`src/hdl/tpw_pkg.sv`:
```
// Functional notes
// - idle counter holds twice dead time
// - count up to period, down to 2Td
// - compare set depends on count direction
// - even dead counters start on positive fall
// - odd dead counters start on negative fall
// - dead counters idle when dead time zero
// - dead counters read-only, no initialisation
// - buffers feed compare registers
// - buffered writes timed, free writes immediate
// - compare values derived from buffer, dead time
// - separate active level for each polarity
// - peak transfer next period, trough same
// - positive compare wave from upper/mid
// - negative compare wave from mid/lower
// - positive dead wave low while even counting
// - negative dead wave low while odd counting
// - outputs are compare AND opposite dead wave
// - outputs converted to selected pin level
// - clear pin fall reloads counter 2Td
// - toggle pin high while counting up
// - period and trough matches set flags
package tpw_pkg;
    localparam int TPW_W = 16;
    localparam logic [15:0] TPW_REG_INIT = 16'hFFFF;
    localparam logic [15:0] TPW_CNT_INIT = 16'h0000;
    localparam logic [15:0] TPW_ONE = 16'h0001;
    localparam logic [1:0] TPW_XFER_OFF = 2'h0;
    localparam logic [1:0] TPW_XFER_PEAK = 2'h1;
    localparam logic [1:0] TPW_XFER_TROUGH = 2'h2;
    localparam logic [1:0] TPW_XFER_BOTH = 2'h3;
    localparam int TPW_PHASES = 3;
endpackage

```
`src/hdl/tpw_dead_counter.sv`:
```
`timescale 1ns/100ps
`default_nettype none
module tpw_dead_counter
    import tpw_pkg::*;
(
    // clock and reset
    input wire logic clock,
    input wire logic sys_rst,
    // control
    input wire logic start,
    input wire logic [15:0] dead_time_value,
    // status
    output logic [15:0] dead_time_counter,
    output logic counting
);
    typedef struct packed {
        logic [15:0] cnt;
        logic run;
    } tpw_dc_s;
    tpw_dc_s st_reg, st_next;

    always_comb begin
        st_next = st_reg;
        if (st_reg.run) begin
            if (st_reg.cnt == dead_time_value) begin
                st_next.cnt = TPW_CNT_INIT;
                st_next.run = 1'b0;
            end else begin
                st_next.cnt = st_reg.cnt + TPW_ONE;
            end
        end else if (start && dead_time_value != TPW_CNT_INIT) begin
            st_next.run = 1'b1;
            st_next.cnt = TPW_ONE;
        end
    end

    always_ff @(posedge clock) begin
        if (sys_rst) begin
            st_reg <= '{cnt: TPW_CNT_INIT, run: 1'b0};
        end else begin
            st_reg <= st_next;
        end
    end

    assign dead_time_counter = st_reg.cnt;
    assign counting = st_reg.run;
endmodule // tpw_dead_counter
`default_nettype wire

```
`src/hdl/tpw_phase.sv`:
```
`timescale 1ns/100ps
`default_nettype none
module tpw_phase
    import tpw_pkg::*;
(
    // clock and reset
    input wire logic clock,
    input wire logic sys_rst,
    // carrier state
    input wire logic [15:0] carrier_counter,
    input wire logic up,
    input wire logic running,
    input wire logic [15:0] dead_time_value,
    // compare registers
    input wire logic [15:0] upper_compare,
    input wire logic [15:0] mid_compare,
    input wire logic [15:0] lower_compare,
    // outputs
    output logic pos_output_wave,
    output logic neg_output_wave,
    output logic [15:0] pos_dead_count,
    output logic [15:0] neg_dead_count
);
    typedef struct packed {
        logic pos_cmp;
        logic neg_cmp;
    } tpw_ph_s;
    tpw_ph_s st_reg, st_next;
    logic pos_cnt_run, neg_cnt_run, pos_fall, neg_fall;

    always_comb begin
        st_next = st_reg;
        if (up) begin
            st_next.pos_cmp = carrier_counter >= upper_compare;
            st_next.neg_cmp = mid_compare > carrier_counter;
        end else begin
            st_next.pos_cmp = carrier_counter >= mid_compare;
            st_next.neg_cmp = lower_compare > carrier_counter;
        end
    end

    always_ff @(posedge clock) begin
        if (sys_rst) begin
            st_reg <= '{pos_cmp: 1'b0, neg_cmp: 1'b0};
        end else begin
            st_reg <= st_next;
        end
    end

    assign pos_fall = running && !up && st_reg.pos_cmp && !st_next.pos_cmp;
    assign neg_fall = running && up && st_reg.neg_cmp && !st_next.neg_cmp;

    tpw_dead_counter u_pos_dead (
        .clock(clock),
        .sys_rst(sys_rst),
        .start(pos_fall),
        .dead_time_value(dead_time_value),
        .dead_time_counter(pos_dead_count),
        .counting(pos_cnt_run)
    );
    tpw_dead_counter u_neg_dead (
        .clock(clock),
        .sys_rst(sys_rst),
        .start(neg_fall),
        .dead_time_value(dead_time_value),
        .dead_time_counter(neg_dead_count),
        .counting(neg_cnt_run)
    );

    // dead waves are 1 unless their counter runs
    assign pos_output_wave = st_reg.pos_cmp & !neg_cnt_run;
    assign neg_output_wave = st_reg.neg_cmp & !pos_cnt_run;
endmodule // tpw_phase
`default_nettype wire

```
`src/hdl/tpw_pwm.sv`:
```
`timescale 1ns/100ps
`default_nettype none
module tpw_pwm
    import tpw_pkg::*;
(
    // clock and reset
    input wire logic clock,
    input wire logic sys_rst,
    // mode and control
    input wire logic count_run_bit,
    input wire logic transfer_timing_hi,
    input wire logic transfer_timing_lo,
    input wire logic positive_level_select,
    input wire logic negative_level_select,
    input wire logic clear_toggle_is_output,
    // register write port
    input wire logic [15:0] dead_time_value,
    input wire logic [15:0] wr_data,
    input wire logic period_buffer_wr,
    input wire logic [2:0] phase_buffer_wr,
    input wire logic [2:0] phase_free_wr,
    input wire logic period_compare_wr,
    // clear/toggle pin
    input wire logic clear_toggle_pin_in,
    output logic clear_toggle_pin_out,
    output logic clear_toggle_pin_oe_n,
    // status readback
    output logic [15:0] carrier_counter,
    output logic [15:0] period_buffer,
    output logic [15:0] period_compare,
    output logic [47:0] phase_buffers,
    output logic [47:0] upper_compares,
    output logic [47:0] mid_compares,
    output logic [47:0] lower_compares,
    output logic [95:0] dead_time_counters,
    output logic count_up,
    output logic peak_match_flag,
    output logic trough_match_flag,
    input wire logic peak_flag_clr,
    input wire logic trough_flag_clr,
    // pwm pins
    output logic u_positive_out,
    output logic u_negative_out,
    output logic v_positive_out,
    output logic v_negative_out,
    output logic w_positive_out,
    output logic w_negative_out
);
    typedef struct packed {
        logic [15:0] cnt;
        logic up;
        logic [15:0] pbuf;
        logic [15:0] pcmp;
        logic [2:0][15:0] buf_v;
        logic [2:0][15:0] upc;
        logic [2:0][15:0] midc;
        logic [2:0][15:0] lowc;
        logic clr_d;
        logic fpeak;
        logic ftrough;
        logic [5:0] pins;
    } tpw_top_s;
    tpw_top_s st_reg, st_next;

    logic [15:0] twice_td;
    logic [1:0] xfer_sel;
    logic at_peak, at_trough, do_xfer, clr_fall;
    logic [2:0] pos_wave, neg_wave;

    assign twice_td = 16'(dead_time_value + dead_time_value);
    assign xfer_sel = {transfer_timing_hi, transfer_timing_lo};

    function automatic logic [15:0] add16(input logic [15:0] a,
                                          input logic [15:0] b);
        return 16'(a + b);
    endfunction

    always_comb begin
        st_next = st_reg;
        at_peak = count_run_bit && st_reg.up
            && st_reg.cnt == st_reg.pcmp;
        at_trough = count_run_bit && !st_reg.up
            && st_reg.cnt == twice_td;
        do_xfer = (at_peak && (xfer_sel == TPW_XFER_PEAK
                || xfer_sel == TPW_XFER_BOTH))
            || (at_trough && (xfer_sel == TPW_XFER_TROUGH
                || xfer_sel == TPW_XFER_BOTH));
        clr_fall = !clear_toggle_is_output && st_reg.clr_d
            && !clear_toggle_pin_in;
        st_next.clr_d = clear_toggle_pin_in;
        // carrier counter
        if (!count_run_bit) begin
            st_next.cnt = twice_td;
            st_next.up = 1'b1;
        end else if (clr_fall) begin
            st_next.cnt = twice_td;
            st_next.up = 1'b1;
        end else if (at_peak) begin
            st_next.cnt = st_reg.cnt - TPW_ONE;
            st_next.up = 1'b0;
        end else if (at_trough) begin
            st_next.cnt = st_reg.cnt + TPW_ONE;
            st_next.up = 1'b1;
        end else if (st_reg.up) begin
            st_next.cnt = st_reg.cnt + TPW_ONE;
        end else begin
            st_next.cnt = st_reg.cnt - TPW_ONE;
        end
        // buffer writes
        if (period_buffer_wr) begin
            st_next.pbuf = wr_data;
        end
        if (period_compare_wr) begin
            st_next.pcmp = wr_data;
        end
        for (int i = 0; i < TPW_PHASES; i++) begin
            if (phase_buffer_wr[i] || phase_free_wr[i]) begin
                st_next.buf_v[i] = wr_data;
            end
        end
        // timed transfer uses the value being written, if any
        if (do_xfer) begin
            st_next.pcmp = add16(st_next.pbuf, twice_td);
        end
        for (int i = 0; i < TPW_PHASES; i++) begin
            if (do_xfer || phase_free_wr[i]) begin
                st_next.midc[i] = add16(st_next.buf_v[i],
                                        dead_time_value);
                st_next.upc[i] = add16(st_next.buf_v[i], twice_td);
                st_next.lowc[i] = st_next.buf_v[i];
            end
        end
        // status flags: set wins over clear
        if (peak_flag_clr) begin
            st_next.fpeak = 1'b0;
        end
        if (trough_flag_clr) begin
            st_next.ftrough = 1'b0;
        end
        if (at_peak) begin
            st_next.fpeak = 1'b1;
        end
        if (at_trough) begin
            st_next.ftrough = 1'b1;
        end
        for (int i = 0; i < TPW_PHASES; i++) begin
            st_next.pins[2 * i] = pos_wave[i] ~^ positive_level_select;
            st_next.pins[2 * i + 1] = neg_wave[i] ~^ negative_level_select;
        end
    end

    always_ff @(posedge clock) begin
        if (sys_rst) begin
            st_reg.cnt <= TPW_CNT_INIT;
            st_reg.up <= 1'b1;
            st_reg.pbuf <= TPW_REG_INIT;
            st_reg.pcmp <= TPW_REG_INIT;
            st_reg.buf_v <= {TPW_PHASES{TPW_REG_INIT}};
            st_reg.upc <= {TPW_PHASES{TPW_REG_INIT}};
            st_reg.midc <= {TPW_PHASES{TPW_REG_INIT}};
            st_reg.lowc <= {TPW_PHASES{TPW_REG_INIT}};
            st_reg.clr_d <= 1'b1;
            st_reg.fpeak <= 1'b0;
            st_reg.ftrough <= 1'b0;
            st_reg.pins <= 6'h00;
        end else begin
            st_reg <= st_next;
        end
    end

    for (genvar g = 0; g < TPW_PHASES; g++) begin : g_phase
        tpw_phase u_phase (
            .clock(clock),
            .sys_rst(sys_rst),
            .carrier_counter(st_reg.cnt),
            .up(st_reg.up),
            .running(count_run_bit),
            .dead_time_value(dead_time_value),
            .upper_compare(st_reg.upc[g]),
            .mid_compare(st_reg.midc[g]),
            .lower_compare(st_reg.lowc[g]),
            .pos_output_wave(pos_wave[g]),
            .neg_output_wave(neg_wave[g]),
            .pos_dead_count(dead_time_counters[32 * g +: 16]),
            .neg_dead_count(dead_time_counters[32 * g + 16 +: 16])
        );
    end

    assign carrier_counter = st_reg.cnt;
    assign count_up = st_reg.up;
    assign period_buffer = st_reg.pbuf;
    assign period_compare = st_reg.pcmp;
    assign phase_buffers = st_reg.buf_v;
    assign upper_compares = st_reg.upc;
    assign mid_compares = st_reg.midc;
    assign lower_compares = st_reg.lowc;
    assign peak_match_flag = st_reg.fpeak;
    assign trough_match_flag = st_reg.ftrough;
    assign clear_toggle_pin_out = st_reg.up;
    assign clear_toggle_pin_oe_n = !clear_toggle_is_output;
    assign u_positive_out = st_reg.pins[0];
    assign u_negative_out = st_reg.pins[1];
    assign v_positive_out = st_reg.pins[2];
    assign v_negative_out = st_reg.pins[3];
    assign w_positive_out = st_reg.pins[4];
    assign w_negative_out = st_reg.pins[5];
endmodule // tpw_pwm
`default_nettype wire

```
`config.mk`:
```
export PLATFORM = sky130hd
export DESIGN_NAME = tpw_pwm
export DESIGN_NICKNAME = d
export VERILOG_FILES = /design/src/hdl/tpw_pkg.sv /design/src/hdl/tpw_dead_counter.sv /design/src/hdl/tpw_phase.sv /design/src/hdl/tpw_pwm.sv
export SDC_FILE = /design/constraint.sdc
export NUM_CORES = 1
export LEC_CHECK = 0
export BUFFER_PORTS_ARGS = -buffer_cell sky130_fd_sc_hd__buf_2
export CORE_AREA = 2 2 268 244
export DETAILED_ROUTE_END_ITERATION = 12
export DIE_AREA = 0 0 270 246
export GPL_TIMING_DRIVEN = 0
export MAX_ROUTING_LAYER = met4
export SYNTH_ARGS = -nofsm -noshare
export SYNTH_HDL_FRONTEND = slang
export SYNTH_SLANG_ARGS = --single-unit
```
`constraint.sdc`:
```
create_clock -name clock -period 3.67 [get_ports clock]
set_clock_uncertainty 0.15 [all_clocks]
set_input_delay 0.367 -clock clock [delete_from_list [all_inputs] [get_ports clock]]
set_output_delay 0.367 -clock clock [all_outputs]
set_load 0.02 [all_outputs]
```
Yosys cells after proc, flatten, opt, wreduce, memory -nomap -nowiden. Cells that the tools add are included.

Bitwise logic cells: 13. Eq/ne operators: 11. Muxes and demuxes: 43. Add/subtract/negate cells: 16. Reductions and logical operators: 62. Order comparisons: 12.

Operators with widths (count): 17-bit two-way mux (15); 16-bit two-way mux (14); 16-bit adder (8); 16-bit == test (8); 16-bit by 1-bit adder with 16-bit output, second input constant (7); 16-bit >= comparator (6); 16-bit greater-than comparator (6); 1-bit logical AND (26); 2-bit nonzero test (10); 16-bit nonzero test (1); 16-bit by 1-bit subtractor with 16-bit output, second input constant (1); 1-bit logical NOT (15); 1-bit two-way mux (11); 1-bit logical OR (9); 1-bit bitwise AND (6); 2-bit two-way mux (3); 1-bit bitwise XNOR (6); 2-bit == test, second input constant (2); 3-bit OR reduction (1); 2-bit by 1-bit == test with 1-bit output, second input constant (1); 1-bit NOT (1).

Logic and storage cells: 195. Register bits after elaboration: 358. Input bits: 51.

Longest topological paths before layout. Gate-level depths: netlist of run 1.

Depth after elaboration: 7. Mapped depth: 15.

By module. A second synthesis of run 1 with hierarchy kept.

Cells, all modules: 3233. Area, all modules: 26585.5 µm².

Modules (own cells, without submodules): tpw_pwm (times used 1, cells each 1862, sequential area each 4944.7 µm², area an instance 15778.9 µm²); tpw_dead_counter (times used 6, cells each 138, sequential area each 340.3 µm², area an instance 1159.9 µm²); tpw_phase (times used 3, cells each 181, sequential area each 40.0 µm², area an instance 1282.5 µm²).

Least setup slack after synthesis of run 1. OpenSTA, ideal clock, no wires.

Kind: input-to-reg. Start: input port phase_free_wr[0]. End: register st_reg (netlist bit mid_compares[14]). Arrival time: 3617 ps. Cell stages on the path: 13. Slack: -217 ps. Cells stage by stage: nor2_1 > clkbuf_1 > mux2i_1 > inv_1 > ha_1 > nor2b_1 > o31a_1 > o41a_1 > a41o_1 > o41ai_1 > o21ai_0 > xnor2_1 > a21oi_1.

RTL lines: from (decl) (line tpw_pwm.sv:21) `input wire logic [2:0] phase_free_wr,`; to (signal assigned) (line tpw_pwm.sv:167) `st_reg <= st_next;`; to (decl) (line tpw_pwm.sv:63) `tpw_top_s st_reg, st_next;`.

Final worst setup path of run 1.
Start: register st_reg (netlist bit carrier_counter[4]). End: register g_phase[2].u_phase.u_neg_dead.st_reg (netlist bit g_phase[2].u_phase.u_neg_dead.dead_time_counter[12]).

Longest elaborated chain between the ends: 6. Elaborated cells on any way between the ends: 7. Classes of those cells: order compare: 2; mux: 1; reduce/logical: 4.

RTL lines: 16-bit greater-than comparator (on tied branches) (line tpw_phase.sv:38, tpw_phase.sv:35); 2-bit two-way mux (*) (line tpw_phase.sv:33) `if (up) begin`; 1-bit logical NOT (*) (line tpw_phase.sv:51) `assign neg_fall = running && up && st_reg.neg_cmp && !st_next.neg_cmp;`; 1-bit logical AND (*) (line tpw_phase.sv:51); 1-bit logical AND (*) (line tpw_dead_counter.sv:31) `end else if (start && dead_time_value != TPW_CNT_INIT) begin`; 2-bit nonzero test (no source line) (*); to (signal assigned) (line tpw_dead_counter.sv:39) `st_reg <= '{cnt: TPW_CNT_INIT, run: 1'b0};`; to (signal assigned) (line tpw_dead_counter.sv:41) `st_reg <= st_next;`; to (decl) (line tpw_dead_counter.sv:20) `tpw_dc_s st_reg, st_next;`.

Every way passes the cells marked *; elsewhere a longest branch is shown, timed or not. A chain may end at the register's enable or synchronous reset.

==> results.yml, run 1 <==
floorplan:
  io_pins: 398
  core_sq_um: 63500
  num_rows: 88
  dieHeight_microns: 246
  die_w_microns: 270
  initial_core_util: 0.398
  die_area_sq_um: 66400
pwr:
  ir_drop_uv: 284
  p_leak_nw: 13.4
  power_density_nw_per_um2: 411
worst_setup_path:
  end_kind: "flip-flop"
  arrival_ps: 3890
  crit_path_top_delay_cell: "dfxtp_1"
  crit_chain: "clkbuf_2, clkinvlp_4, buf_4, ha_1, a21o_1, a21o_1, a21oi_1, o211ai_1, buf_4, a21oi_2, or2_2, buf_2, a311oi_1"
  critical_path.max_stage_delay_ps: 680
  crit_path_start_kind: "flip-flop"
  cp.required_ps: 3950
  crit_type: "reg -> reg"
  crit_fanout: 10
cts:
  cts-root-buf: "clkbuf_16"
  clockBufferDepth: 3
  cts_made_buffers: 44
  cts_tree: "built"
  ctsHtreeMaxLevel: 2
  worst_skew_pair.late_latency_ps: 620
  clkSlewWorstSetupHoldPaths_ps: 60
  cts_sinks: 355
synthesis:
  ys_types: 73
  synthCells: 3042
  yosysSeqAreaShare: 0.281
  synth_area_sq_um: 25300
  postSynthNetCount: 3353
  synth_edf_count: 0
  async_reset_ff_frac: 0
  avgSynthCellArea_sq_um: 8.31
  synthFlopType: "dfxtp_1"
  ys_warn_count: 0
  ys_seq_elements: 355
detailed_routing:
  postRouteAntennaNets: 0
  dr.pass1.iters: 6
  drt-initial-drc-count: 3090
  wl_per_cell_microns: 24.3
  via_per_inst: 5.69
  vias: 25212
  wl_mm: 108
  remaining_drc_errors: 0
sta:
  period_minus_slack_ps: 3610
  fin_crit_sh: 0.983
  maxSlewHeadroom: 0.218
  max_freq_mhz: 277
  final-hold-violation-count: 0
  whs_ps: 67.8
  slew_viol_final: 0
  setup_tns_ps: 0
  setup_viol: 0
  rsz0062_at_grt: "true"
  worst_slew_pin_slew_ps: 1170
  finalWorstSetupSlack_ps: 61.4
outcome:
  status: "finished, final reports clean"
finish:
  finish.net_count: 3846
  area.growth.synth_to_final_pct: 21.2
  drive_gt1_frac: 0.269
global_route:
  grt_overflow: 0
  grt_util_all_layers: 0.321
  grt_pass1_wl_mm: 153
  grt_pass1_vias: 22661
  grt_max_degree: 15
  grt_antenna_before_repair: 7
placement:
  place_congestion: 1.03
  pre_cts_ws_ps: -1420
  dp_hpwl_mm: 80.0
  portBuffers: 393
min_path:
  hold_path.class: "in -> reg"
job:
  cap_violations: 0
power breakdown:
| group | leakage (nW) | internal [W] | switching, W |
|---|---|---|---|
| clock network | 0.732 | 0.00265 | 0.00188 |
| registers | 2.93 | 0.00409 | 0.000305 |
| logic | 9.78 | 0.00149 | 0.00215 |
| total | 13.4 | 0.00824 | 0.00434 |
synth_stat cells, types with 27 or more instances:
| cell type | number | share of area |
|---|---|---|
| dfxtp_1 | 355 | 0.28 |
| ha_1 | 253 | 0.13 |
| nand2_1 | 244 | 0.036 |
| buf_4 | 243 | 0.072 |
| nor2_1 | 229 | 0.034 |
| o21ai_0 | 182 | 0.036 |
| a21oi_1 | 145 | 0.029 |
| xnor2_1 | 129 | 0.045 |
| inv_1 | 115 | 0.017 |
| nand2b_1 | 100 | 0.025 |
| xor2_1 | 94 | 0.033 |
| clkbuf_1 | 86 | 0.013 |
| o211ai_1 | 68 | 0.020 |
| mux2_2 | 61 | 0.027 |
| nand3_1 | 61 | 0.012 |
| a311oi_1 | 55 | 0.019 |
| a21o_1 | 53 | 0.016 |
| nor3_1 | 52 | 0.010 |
| nand4_1 | 49 | 0.012 |
| and3_1 | 46 | 0.011 |
| buf_2 | 46 | 0.0091 |
| a31oi_1 | 36 | 0.0089 |
| nor4_1 | 34 | 0.0084 |
| o21a_1 | 27 | 0.0080 |
critical path: cells and delay by family (launching register included):
kind	cells	cell delay, ps
AOI/OAI and AO/OA	6	1060
buffers and inverters	5	1150
and+or+nand+nor	1	170
DFF	1	680
adders and majority gates	1	210
per-stage QoR:
step | std cells | utilization | instance area, sq um | power, W
6_report | 4429 | 0.482 | 30600 | 0.0126
4_1_cts | 4413 | 0.479 | 30400 | 0.0125
5_1_grt | 4428 | 0.482 | 30600 | 0.0131
3_5_place_dp | 4290 | 0.446 | 28300 | 0.00788
2_1_floorplan | 3042 | - | 25300 | 0.00674
3_3_place_gp | 4290 | 0.446 | 28300 | 0.00786
layout make-up:
class                           count  area [sq um]
Tap cell                          855          1070
Clock inverter                     15           180
Buffer                            377          2450
Timing Repair Buffer              450          2420
Sequential cell                   355          7130
Multi-Input combinational cell   2191         15600
Inverter                          116           488
Fill cell                        6260         32900
Antenna cell                        6          15.0
Clock buffer                       64          1290
layout by cell type (no fill, tap or decap), types with 49 or more instances in the layout:
master,synthesis,layout
buf_4,243,295
inv_1,115,101
xor2_1,94,94
a21oi_1,145,143
a311oi_1,55,55
nand2_1,244,244
ha_1,253,253
buf_2,46,438
nand4_1,49,49
nor3_1,52,51
nand3_1,61,61
dfxtp_1,355,341
o211ai_1,68,68
nor2_1,229,226
clkbuf_1,86,79
nand2b_1,100,100
o21ai_0,182,181
a21o_1,53,53
xnor2_1,129,129
mux2_2,61,61
per-layer routing:
layer / global-route usage / up-vias / wire length (microns)
li1: - / 11668 / -
met1: 0.428 / 11906 / 45500
met2: 0.481 / 1401 / 46400
met3: 0.0578 / 237 / 11000
met4: 0.129 / 0 / 4690
met5: - / - / 0
kinds of logic after synthesis:
kind of cell / count (synthesis) / synth area share
flip-flops: 355 / 0.281
XOR/XNOR: 223 / 0.0773
multiplexers: 86 / 0.0371
adder cells (fa/ha/maj): 260 / 0.131
AO/OA/AOI/OAI: 719 / 0.189
AND/OR/NAND/NOR: 903 / 0.173
buffers and inverters: 496 / 0.112
worst paths after layout:
check | start | to | slack [ps] | cells after the start
hold / removal | wr_data[11] | period_compare[11]$_SDFFE_PP1P_ | 70 | 3
setup reg to reg | carrier_counter[4]$_SDFF_PP0_ | flip-flop | 60 | 13
setup / recovery | carrier_counter[4]$_SDFF_PP0_ | flip-flop | 60 | 13
hold reg to reg | g_phase[1].u_phase.u_neg_dead.counting$_SDFF_PP0_ | flip-flop | 300 | 1
what timing repair did:
| item | CTS | global route |
|---|---|---|
| gates resized for setup | 68 | 39 |
| endpoints found under the hold margin | 10 | 0 |
| setup buffers | 38 | 13 |
| hold buffers | 6 | 0 |
| setup endpoints to repair | 265 | 130 |
| pin swaps | 2 | 3 |
Note: power is estimated with default switching activity, not from simulation.
==> run 2: changes to the inputs <==
--- a/config.mk
+++ b/config.mk
@@ -7,10 +7,12 @@
 export LEC_CHECK = 0
 export BUFFER_PORTS_ARGS = -buffer_cell sky130_fd_sc_hd__buf_2
 export CORE_AREA = 2 2 268 244
+export CTS_BUF_LIST = sky130_fd_sc_hd__clkbuf_4 sky130_fd_sc_hd__clkbuf_8
 export DETAILED_ROUTE_END_ITERATION = 12
 export DIE_AREA = 0 0 270 246
 export GPL_TIMING_DRIVEN = 0
 export MAX_ROUTING_LAYER = met4
+export SLEW_MARGIN = 20
 export SYNTH_ARGS = -nofsm -noshare
 export SYNTH_HDL_FRONTEND = slang
 export SYNTH_SLANG_ARGS = --single-unit
==> run 2 against run 1 <==
  * Sequential share of layout area barely moved
  * Total power shrank 1.7%
  * Sequential cell count is the same
  * Hold slack got worse by 28 ps
  * Sequential power about the same
==> results.yml, run 2 (same netlist as run 1, synthesis figures left out) <==
cts:
  clkSlewWorstSetupHoldPaths_ps: 70
  worst_skew_pair.late_latency_ps: 690
  ctsHtreeMaxLevel: 3
  cts-root-buf: "clkbuf_8"
  cts_sinks: 355
  cts_made_buffers: 69
  clockBufferDepth: 3
  cts_tree: "built"
sta:
  worst_slew_pin_slew_ps: 1180
  fin_crit_sh: 0.986
  slew_viol_final: 0
  period_minus_slack_ps: 3620
  maxSlewHeadroom: 0.215
  setup_viol: 0
  max_freq_mhz: 276
  final-hold-violation-count: 0
  rsz0062_at_grt: "true"
detailed_routing:
  vias: 25313
  wl_mm: 108
  via_per_inst: 5.65
  remaining_drc_errors: 0
  postRouteAntennaNets: 0
  wl_per_cell_microns: 24.2
  dr.pass1.iters: 7
  drt-initial-drc-count: 3026
placement:
  dp_hpwl_mm: 80.0
  place_congestion: 1.03
  place_inst: 4290
  portBuffers: 393
floorplan:
  num_rows: 88
  die_area_sq_um: 66400
  die_w_microns: 270
  io_pins: 398
  dieHeight_microns: 246
  core_sq_um: 63500
  initial_core_util: 0.398
global_route:
  grt_use_met1: 0.429
  grt_pass1_wl_mm: 154
  globalRouteMet2Util: 0.482
  grt_antenna_before_repair: 7
  grt_util_all_layers: 0.324
  grt_max_degree: 15
  top_usage_layer: "met2"
  grt_overflow: 0
  use_met3: 0.0617
  grt_pass1_vias: 23042
worst_setup_path:
  arrival_ps: 4010
  crit_type: "reg -> reg"
  crit_top_cell: "a21oi_2"
  crit_fanout: 10
  critical_path.max_stage_delay_ps: 460
  end_kind: "flip-flop"
  crit_chain: "clkbuf_2, clkinvlp_4, buf_4, ha_1, and4_1, nand3_1, nor3_1, a21oi_2, a21oi_2, or2_2, buf_2, a311oi_1"
  crit_path_start_kind: "flip-flop"
  crit_path_top_delay_cell: "dfxtp_2"
  cp.required_ps: 4070
finish:
  multiInputGateArea_sq_um: 15600
  seqCellArea_sq_um: 7130
  layout.cells.most_common: "buf_2"
  final_cell_mix: "buf_2, dfxtp_1, buf_4"
  area.growth.synth_to_final_pct: 21.5
  finish.net_count: 3881
  drive_gt1_frac: 0.281
  nFillCells: 6306
  utilization: 0.483
  layout.cells.non_filler: 4477
outcome:
  status: "finished, final reports clean"
pwr:
  power_density_nw_per_um2: 403
  ir_drop_uv: 224
  p_leak_nw: 13.5
min_path:
  hold_path.class: "in -> reg"
job:
  cap_violations: 0
## run 2: cell count changes in the layout (fill, tap and decap cells not counted), sizes merged
| cell | change |
|---|---|
| inv | +2 |
| bufinv | -2 |
| clkbuf | +41 |
| clkinvlp | +3 |
| buf | +3 |
| diode | -1 |
| dlygate4sd3 | +4 |
| clkinv | -2 |
## run 2: routing by layer
layer	wire length (microns)	share of wire	up-vias
met2	46400	0.43	1387
met3	11200	0.10	246
li1	-	-	11724
met5	0	0	-
met4	4920	0.045	0
met1	45700	0.42	11956
## run 2: repair_timing
item / CTS / global route
cloned: 0 / 0
pin swaps: 2 / 1
endpoints found under the hold margin: 16 / 0
hold buffers: 10 / 0
buffers inserted: 48 / 8
endpoints found under the setup margin: 265 / 124
resized for setup: 66 / 40
## run 2: worst max-delay path, delay by kind of cell, from the launching register on
family                   cells  cell delay (ps)
AO/OA/AOI/OAI                3              870
buffers and inverters        4              870
AND/OR/NAND/NOR              4              830
flip-flops                   1              460
adder cells (fa/ha/maj)      1              310
## run 2: layout make-up
cell class,count,share of cell area
multi-input combinational,2191,0.507
sequential,355,0.232
timing repair buffer,459,0.0819
buffer,378,0.0800
clock buffer,102,0.0427
tap,855,0.0349
inverter,116,0.0160
clock inverter,16,0.00436
antenna,5,0.000408
## run 2: path summary, 6_finish.rpt
check                                                                       start  slack (ps)                         endpoint  cells past startpoint
worst max-delay path                               carrier_counter[14]$_SDFF_PP0_          50                        flip-flop                     12
worst min-delay path                                                  wr_data[13]          40  period_compare[13]$_SDFFE_PP1P_                      3
worst max register to register                     carrier_counter[14]$_SDFF_PP0_          50                        flip-flop                     12
worst min register to register  g_phase[1].u_phase.u_pos_dead.counting$_SDFF_PP0_         290                        flip-flop                      1
## run 2: per-stage QoR
step                hold WS (ps)  cell area (sq um)  setup TNS, ps  total power, W  setup slack (ps)
floorplan                    271              25300              0         0.00674              7.92
global placement             285              28300        -153470         0.00786             -1430
detailed placement           285              28300        -161860         0.00788             -1420
CTS                         4.65              30500              0          0.0122              6.16
global route                32.8              30700          -4.85          0.0129             -4.72
finish                      40.1              30700              0          0.0124              52.4
## run 2: power breakdown
| part | internal, W | total (W) | switching, W |
|---|---|---|---|
| Combinational | 0.00150 | 0.00366 | 0.00216 |
| Clock | 0.00237 | 0.00431 | 0.00194 |
| Sequential | 0.00410 | 0.00440 | 0.000305 |
